## config.mk

```make
export PLATFORM = sky130hd
export DESIGN_NAME = i2csp_port
export DESIGN_NICKNAME = d
export VERILOG_FILES = /design/src/rtl/i2csp_pkg.sv /design/src/rtl/i2csp_regmem.sv /design/src/rtl/i2csp_port.sv
export VERILOG_INCLUDE_DIRS = /design/src /design/src/rtl
export SDC_FILE = /design/constraint.sdc
export NUM_CORES = 1
export LEC_CHECK = 0
export BUFFER_PORTS_ARGS = -buffer_cell sky130_fd_sc_hd__buf_2
export CORE_ASPECT_RATIO = 1.25
export CORE_MARGIN = 4
export CORE_UTILIZATION = 50
export CTS_CLUSTER_SIZE = 30
export DETAILED_ROUTE_END_ITERATION = 10
export MAX_ROUTING_LAYER = met4
export PLACE_DENSITY_LB_ADDON = 0.3
export SYNTH_ARGS = -nofsm -noshare
export SYNTH_HDL_FRONTEND = slang
export SYNTH_SLANG_ARGS = --single-unit
```

## constraint.sdc

```tcl
create_clock -name CLK_SYS -period 2.4 [get_ports CLK_SYS]
set_input_delay 0.24 -clock CLK_SYS [delete_from_list [all_inputs] [get_ports CLK_SYS]]
set_output_delay 0.24 -clock CLK_SYS [all_outputs]
set_load 0.005 [all_outputs]
```

## src/rtl/i2csp_consts.svh

```systemverilog
// Constants for the two-wire register port
// Assumes inclusion by the package, the register store and the port module only
`ifndef I2CSP_CONSTS_SVH
`define I2CSP_CONSTS_SVH
`define I2CSP_ADDR_HI      6'h17
`define I2CSP_BIT_LAST     3'h7
`define I2CSP_BIT_FIRST    3'h0
`define I2CSP_PTR_RESET    8'h00
`define I2CSP_PROG_BIT     7
`define I2CSP_REG_AW       7
`define I2CSP_REG_DEPTH    128
`define I2CSP_VERIFY_RESET 1'h0
`endif

```

## src/rtl/i2csp_pkg.sv

```systemverilog
// Types shared by the two-wire register port
// Assumes the constants header sits beside it
`include "i2csp_consts.svh"
package i2csp_pkg;
  typedef enum logic [2:0] {
    ST_IDLE,
    ST_ADDR,
    ST_ADDR_ACK,
    ST_WR_BYTE,
    ST_WR_ACK,
    ST_RD_BYTE,
    ST_RD_ACK,
    ST_IGNORE
  } i2csp_state_e;

  // Sampled bus events, one clock wide, and the synchronised SDA level
  typedef struct packed {
    logic start;
    logic stop;
    logic scl_rise;
    logic scl_fall;
    logic sda;
  } i2csp_bus_s;

  // Register file write request
  typedef struct packed {
    logic                       en;
    logic [`I2CSP_REG_AW-1:0]   addr;
    logic [`I2CSP_REG_AW-1:0]   data;
  } i2csp_wr_s;
endpackage

```

## src/rtl/i2csp_regmem.sv

```systemverilog
// Register store behind the serial port, 7 bits per register
// Assumes one system clock; read data come out of a register
`include "i2csp_consts.svh"
module i2csp_regmem
  import i2csp_pkg::*;
#(
  parameter int AW    = `I2CSP_REG_AW,
  parameter int DEPTH = `I2CSP_REG_DEPTH
)
(
  input  wire logic          CLK_SYS,
  input  wire logic          RST,
  input  wire logic          wr_en,
  input  wire logic [AW-1:0] wr_addr,
  input  wire logic [AW-1:0] wr_data,
  input  wire logic [AW-1:0] rd_addr,
  output logic      [AW-1:0] rd_data
);
  logic [AW-1:0] mem [DEPTH];

  always_ff @(posedge CLK_SYS)
  begin
    if (wr_en)
    begin
      mem[wr_addr] <= wr_data;
    end
  end

  always_ff @(posedge CLK_SYS)
  begin
    if (RST)
    begin
      rd_data <= '0;
    end
    else
    begin
      rd_data <= mem[rd_addr];
    end
  end
endmodule

```

## src/rtl/i2csp_port.sv

```systemverilog
// Two-wire serial slave port giving access to the register store
// Assumes SCL/SDA arrive asynchronously and are oversampled at 40 MHz
`include "i2csp_consts.svh"
module i2csp_port
  import i2csp_pkg::*;
(
  input  wire logic       CLK_SYS,
  input  wire logic       RST,
  input  wire logic       SCL_IN,
  input  wire logic       SDA_IN,
  output logic            SDA_OUT,
  output logic            SDA_OE,
  input  wire logic       ADDRESS_SELECT_PIN,
  input  wire logic       PROG_OK,
  input  wire logic       PROG_DONE,
  output logic            PROG_WRITE,
  output logic [7:0]      REGISTER_SELECT_POINTER
);
  logic [1:0]     scl_sync;
  logic [1:0]     sda_sync;
  logic           scl_q;
  logic           sda_q;
  i2csp_bus_s     bus;
  i2csp_state_e   state;
  logic [2:0]     bit_cnt;
  logic [7:0]     shift;
  logic [7:0]     tx;
  logic           first_data;
  logic           verify;
  logic           verify_armed;
  logic [6:0]     rd_data;
  i2csp_wr_s      wr;
  logic           ptr_seen;
  logic [1:0]     addr_sel_sync;
  logic           addr_sel;

  // Bit count wraps after the last data bit
  function automatic logic last_bit(input logic [2:0] c);
    return c == `I2CSP_BIT_LAST;
  endfunction

  // Received address byte against our slave address
  function automatic logic addr_hit(input logic [7:0] s, input logic pin);
    return s[7:1] == {`I2CSP_ADDR_HI, pin};
  endfunction

  // Address pin is a board level; synchronise it like the bus lines
  always_ff @(posedge CLK_SYS)
  begin
    if (RST)
    begin
      addr_sel_sync <= 2'h0;
    end
    else
    begin
      addr_sel_sync <= {addr_sel_sync[0], ADDRESS_SELECT_PIN};
    end
  end

  assign addr_sel = addr_sel_sync[1];

  // Two-stage synchronisers; only the second stage is read onward
  always_ff @(posedge CLK_SYS)
  begin
    if (RST)
    begin
      scl_sync <= 2'h3;
      sda_sync <= 2'h3;
      scl_q    <= 1'h1;
      sda_q    <= 1'h1;
    end
    else
    begin
      scl_sync <= {scl_sync[0], SCL_IN};
      sda_sync <= {sda_sync[0], SDA_IN};
      scl_q    <= scl_sync[1];
      sda_q    <= sda_sync[1];
    end
  end

  always_comb
  begin
    bus.sda      = sda_sync[1];
    bus.scl_rise = scl_sync[1] & ~scl_q;
    bus.scl_fall = ~scl_sync[1] & scl_q;
    bus.start    = scl_sync[1] & scl_q & sda_q & ~sda_sync[1];
    bus.stop     = scl_sync[1] & scl_q & ~sda_q & sda_sync[1];
  end

  // only SDA has a driver; SCL is input only
  assign SDA_OUT = 1'h0;

  // Main byte sequencer
  always_ff @(posedge CLK_SYS)
  begin
    if (RST)
    begin
      state      <= ST_IDLE;
      bit_cnt    <= `I2CSP_BIT_FIRST;
      shift      <= 8'h00;
      first_data <= 1'h0;
    end
    else if (bus.start)
    begin
      state      <= ST_ADDR;
      bit_cnt    <= `I2CSP_BIT_FIRST;
      first_data <= 1'h1;
    end
    else if (bus.stop)
    begin
      state <= ST_IDLE;
    end
    else if (bus.scl_rise)
    begin
      case (state)
        ST_ADDR, ST_WR_BYTE:
        begin
          shift   <= {shift[6:0], bus.sda};
          bit_cnt <= bit_cnt + 3'h1;
        end
        ST_RD_BYTE:
        begin
          bit_cnt <= bit_cnt + 3'h1;
        end
        ST_RD_ACK:
        begin
          // NACK ends the read; ACK is not honoured
          state <= ST_IGNORE;
        end
        default:
        begin
        end
      endcase
    end
    else if (bus.scl_fall)
    begin
      case (state)
        ST_ADDR:
        begin
          if (bit_cnt == `I2CSP_BIT_FIRST && first_data)
          begin
            first_data <= 1'h0;
          end
          else if (bit_cnt == `I2CSP_BIT_FIRST)
          begin
            if (addr_hit(shift, addr_sel))
            begin
              state      <= ST_ADDR_ACK;
              first_data <= 1'h1;
            end
            else
            begin
              state <= ST_IGNORE;
            end
          end
        end
        ST_ADDR_ACK:
        begin
          state   <= shift[0] ? ST_RD_BYTE : ST_WR_BYTE;
          bit_cnt <= `I2CSP_BIT_FIRST;
        end
        ST_WR_BYTE:
        begin
          if (bit_cnt == `I2CSP_BIT_FIRST && !first_data)
          begin
            state <= ST_WR_ACK;
          end
          first_data <= 1'h0;
        end
        ST_WR_ACK:
        begin
          // bytes past the second are not acknowledged
          state   <= ptr_seen ? ST_IGNORE : ST_WR_BYTE;
          bit_cnt <= `I2CSP_BIT_FIRST;
        end
        ST_RD_BYTE:
        begin
          if (bit_cnt == `I2CSP_BIT_FIRST && !first_data)
          begin
            state <= ST_RD_ACK;
          end
          first_data <= 1'h0;
        end
        default:
        begin
        end
      endcase
    end
  end

  // Pointer and write of the addressed register
  always_ff @(posedge CLK_SYS)
  begin
    if (RST)
    begin
      REGISTER_SELECT_POINTER <= `I2CSP_PTR_RESET;
      wr                      <= '0;
      PROG_WRITE              <= 1'h0;
    end
    else
    begin
      PROG_WRITE <= 1'h0;
      wr.addr    <= REGISTER_SELECT_POINTER[6:0];
      if (bus.start)
      begin
        wr.en <= 1'h0;
      end
      else if (bus.scl_fall && state == ST_WR_BYTE
               && bit_cnt == `I2CSP_BIT_FIRST && !first_data)
      begin
        if (!ptr_seen)
        begin
          REGISTER_SELECT_POINTER <= shift;
        end
        else
        begin
          wr.en      <= 1'h1;
          wr.data    <= shift[6:0];
          PROG_WRITE <= REGISTER_SELECT_POINTER[`I2CSP_PROG_BIT];
        end
      end
      else
      begin
        wr.en <= 1'h0;
      end
    end
  end

  always_ff @(posedge CLK_SYS)
  begin
    if (RST || bus.start)
    begin
      ptr_seen <= 1'h0;
    end
    else if (bus.scl_fall && state == ST_WR_ACK)
    begin
      ptr_seen <= 1'h1;
    end
  end

  i2csp_regmem u_mem (
    .CLK_SYS (CLK_SYS),
    .RST     (RST),
    .wr_en   (wr.en),
    .wr_addr (wr.addr),
    .wr_data (wr.data),
    .rd_addr (REGISTER_SELECT_POINTER[6:0]),
    .rd_data (rd_data)
  );

  // verify flag held until the next read or write after programming
  always_ff @(posedge CLK_SYS)
  begin
    if (RST)
    begin
      verify       <= `I2CSP_VERIFY_RESET;
      verify_armed <= 1'h0;
    end
    else if (PROG_DONE)
    begin
      verify       <= PROG_OK;
      verify_armed <= 1'h1;
    end
    else if (bus.scl_fall && state == ST_ADDR_ACK)
    begin
      verify_armed <= 1'h0;
      verify       <= verify_armed & shift[0] & verify;
    end
  end

  // Transmit shift: loaded as the read byte begins
  always_ff @(posedge CLK_SYS)
  begin
    if (RST)
    begin
      tx <= 8'h00;
    end
    else if (bus.scl_fall && state == ST_ADDR_ACK)
    begin
      // flag on bit 7, data below
      tx <= {verify_armed & verify, rd_data};
    end
    else if (bus.scl_fall && state == ST_RD_BYTE)
    begin
      // Shift on every fall so tx[6] is always the next bit out
      tx <= {tx[6:0], 1'h0};
    end
  end

  // Open-drain: enable pulls SDA low
  always_ff @(posedge CLK_SYS)
  begin
    if (RST)
    begin
      SDA_OE <= 1'h0;
    end
    else if (bus.start || bus.stop)
    begin
      SDA_OE <= 1'h0;
    end
    else if (bus.scl_fall)
    begin
      case (state)
        // ack the first two write bytes; ack on match
        ST_ADDR:
          SDA_OE <= bit_cnt == `I2CSP_BIT_FIRST && !first_data
                    && addr_hit(shift, addr_sel);
        // Third byte never gets here: WR_ACK sends it to ST_IGNORE
        ST_WR_BYTE:
          SDA_OE <= bit_cnt == `I2CSP_BIT_FIRST && !first_data;
        // drive data MSB first then release
        ST_ADDR_ACK:
          SDA_OE <= shift[0] ? ~(verify_armed & verify) : 1'h0;
        ST_RD_BYTE:
          SDA_OE <= (bit_cnt == `I2CSP_BIT_FIRST && !first_data)
                    ? 1'h0 : ~tx[6];
        default:
          SDA_OE <= 1'h0;
      endcase
    end
  end
endmodule

```

==> metrics.csv <==
stage;metric;value;unit
clock_tree;# H-tree levels;3;
cells_and_area;most common cell after layout, fill and taps aside;edfxtp_1;
power;combinational group share of total power;0.004;
synthesis;ys async rst share;0;
worst_setup_path;CP required;2.90;ns
synthesis;syn avg cell area;20.2;um2
sta;Hold Vio Cnt, Final;0;
power;total power;32.3;mW
clock_tree;Clock Latency Late Sink;0.65;ns
cells_and_area;# nets final;2180;
grt;GRT Residual Overflow;0;
sta;clk_skew;0.0238;ns
power;leakage;14.3;nW
floorplan;Initial Util;0.506;
placed_design;dpl ws;-0.235;ns
synthesis;synthesized cell area;0.0378;mm2
worst_setup_path;Worst setup EP type;flop;
routing;1st-iter DRT viols;1948;
worst_setup_path;Max FO, Critical Path;14;
power;P_sw;6.13;mW
worst_setup_path;Critical Path AT;2.95;ns
flow_run;Max Cap Violations;0;
synthesis;post-synthesis cell type count;61;
grt;met3 track demand over resource;0.0317;
clock_tree;Max Root-Sink Buffers;3;
sta;slew margin rel.;0.431;
sta;hold_ws;0.0628;ns
grt;first-pass GRT wire length;130000;um
synthesis;Ys Warns;0;
routing;via count;19300;
cells_and_area;multi-input logic area;0.00894;mm2
routing;DRT Pass-1 Iters;5;
floorplan;# IOs;18;
clock_tree;clk root buf;clkbuf_16;
sta;endpoints failing setup;2;
synthesis;area fraction of the dominant cell type after synthesis;0.711;
cells_and_area;Fillers;5357;
power;Sw Share;0.190;
synthesis;Synth Area in Compound Gates;0.0278;
power;Reg power frac;0.558;
grt;largest net degree at the start of global routing;130;
floorplan;row count;112;
routing;via-per-instance ratio;6.01;
placed_design;port buffer count;16;
grt;initial antenna violation count;1;
cells_and_area;total area of sequential cells;0.0282;mm2
worst_setup_path;critical path launch point type;flop;
floorplan;Die X;254;um
synthesis;dominant cell type by area after synthesis;edfxtp_1;
sta;Fmax;409;MHz
floorplan;Die H;316;um
synthesis;sequential area share after synthesis;0.745;
power;Clk pwr share;0.438;
floorplan;total die area;0.0802;mm2
worst_hold_path;Worst Hold Class;primary input to flop;
cells_and_area;share of cells above drive strength 1;0.324;
synthesis;top post-synthesis cells by area;edfxtp_1, mux4_2, dfxtp_1;
outcome;failing checks;setup timing;
sta;fin crit share;1.02;
routing;DRC Markers;0;
clock_tree;Num CTS Buffers;89;
grt;met2 usage;0.374;
sta;setup TNS;-0.0476;ns
synthesis;xor and xnor area share after synthesis;0.000463;
grt;GRT busiest layer;met2;
cells_and_area;most frequent cells in the layout;edfxtp_1, buf_4, mux4_2;
placed_design;hpwl dp;54300;um
routing;antenna viol nets, final;0;
synthesis;mux share of post-synthesis cell area;0.166;
sta;min Tclk post-route;2.45;ns
sta;post-route setup slack;-0.0468;ns
routing;WL/cell;27.1;um
clock_tree;clock sink count;961;
worst_setup_path;critical setup path kind;flop to flop;
synthesis;Most used DFF post-synth;edfxtp_1;
cells_and_area;Area growth syn-to-layout;16.9;%
routing;final WL;86900;um
sta;worst slew pin tran;0.850;ns
power;cell internal pwr;26.2;mW
outcome;result of the run;complete, but fails checks;
synthesis;FF+latch count, synth;961;
synthesis;post-synthesis cell count;1877;
sta;Slew Limit Fails;0;
power;PD cells;730;mW/mm2
synthesis;Synth Net Count;1891;
synthesis;Post-synth EDFFs;896;
synthesis;largest family of logic cells by synthesized area;multiplexers;
grt;GRT Overall Usage;0.226;
sta;RSZ-0062 raised after global routing;yes;
placed_design;GPL Wtd Cong;0.906;
clock_tree;CTS tree;built;
clock_tree;Worst-path clk slew;0.07;ns
power;VDD IR max;0.578;mV
synthesis;post-synthesis adder-cell area fraction;0.00231;
grt;vias in the first global route;19900;
synthesis;simple-gate share of the synthesized area;0.0358;
grt;met1 Use GR;0.292;
floorplan;placeable core area;0.0748;mm2
-- path summary, 6_finish.rpt --
path / cells past startpoint / slack (ns) / to / start
setup / recovery: 9 / -0.05 / u_mem.rd_data[1] / REGISTER_SELECT_POINTER[1]
hold / removal: 2 / 0.06 / wr[5] / RST
setup reg to reg: 9 / -0.05 / u_mem.rd_data[1] / REGISTER_SELECT_POINTER[1]
hold reg to reg: 1 / 0.44 / scl_sync[1] / scl_sync[0]
-- power groups by stage --
stage          registers, mW  logic [mW]  clock network [mW]
6_report                18.0       0.129                14.1
4_1_cts                 18.0       0.128                14.4
5_1_grt                 18.0       0.142                15.1
3_5_place_dp            18.4       0.120                   0
3_3_place_gp            18.4       0.116                   0
2_1_floorplan           18.4      0.0895                   0
-- registers in the layout (all words and copies together) (netlist names), 3 cells and up --
| register | flops |
|---|---|
| u_mem.mem | 896 |
| tx | 7 |
| shift | 8 |
| REGISTER_SELECT_POINTER | 8 |
| wr | 15 |
| u_mem.rd_data | 7 |
| state | 3 |
| bit_cnt | 3 |
-- Yosys cell counts (2+ instances only) --
cell,instances
a31oi_1,12
or2_2,8
a211oi_1,10
nand2_1,36
buf_8,3
ha_1,7
nor3_1,12
a221o_1,9
o211ai_1,11
mux4_2,200
clkbuf_1,35
mux2_2,18
mux4_1,24
edfxtp_1,896
buf_2,25
a221oi_1,18
nand4_1,3
buf_4,15
nor2b_1,20
nor2_1,167
nor3b_1,5
nand4b_1,2
xor2_1,2
clkbuf_8,4
mux2i_1,94
o21ai_0,11
o22ai_1,8
a22oi_1,32
dfxtp_1,65
or3_1,5
buf_1,3
nand3_1,26
a21boi_0,2
inv_1,12
buf_6,27
nand2b_1,8
a21oi_1,18
-- through the flow --
step / utilization / std cells / instance area (um2)
after global placement: 0.546 / 3022 / 40800
after floorplan: - / 1877 / 37800
after detailed placement: 0.546 / 3022 / 40800
after CTS: 0.590 / 3204 / 44200
after global routing: 0.591 / 3209 / 44300
final: 0.591 / 3210 / 44300
-- worst max-delay path: stages (launching register included) --
cell and delay (ns):
dfxtp_4 0.41, buf_12 0.18, buf_16 0.18, mux4_2 0.55, mux2i_2 0.22, a221o_1 0.23
a31oi_2 0.08, a21oi_2 0.17, buf_4 0.15, o22ai_1 0.10
-- per-layer routing --
layer,up-vias,share of wire
li1,8300,-
met1,10200,0.39
met2,668,0.52
met3,161,0.058
met4,0,0.034
met5,-,0
-- layout make-up --
class	count	share of cell area
Clock buffer	108	0.0550
Multi-Input combinational cell	790	0.202
Sequential cell	961	0.638
Antenna cell	1	0.0000565
Timing Repair Buffer	311	0.0649
Inverter	13	0.00110
Tap cell	969	0.0274
Clock inverter	57	0.0114
-- timing repair --
item                       4_1_cts  5_1_grt
buffers inserted                 8        5
hold endpoints to repair         5        0
gates resized for setup         33       23
setup endpoints to repair        7       50
hold buffers                     5        0
cloned                           4        0
pin swaps                        4        2
-- logic make-up (layout without fill, tap and decap cells) --
kind of cell | after synthesis | after routing
flip-flops | 961 | 961
XOR/XNOR | 2 | 2
AO/OA/AOI/OAI | 144 | 144
multiplexers | 336 | 336
adder cells (fa/ha/maj) | 7 | 7
buffers and inverters | 126 | 489
other | 1 | 2
AND/OR/NAND/NOR | 300 | 300
No activity file was read; power rests on OpenSTA's default activity.
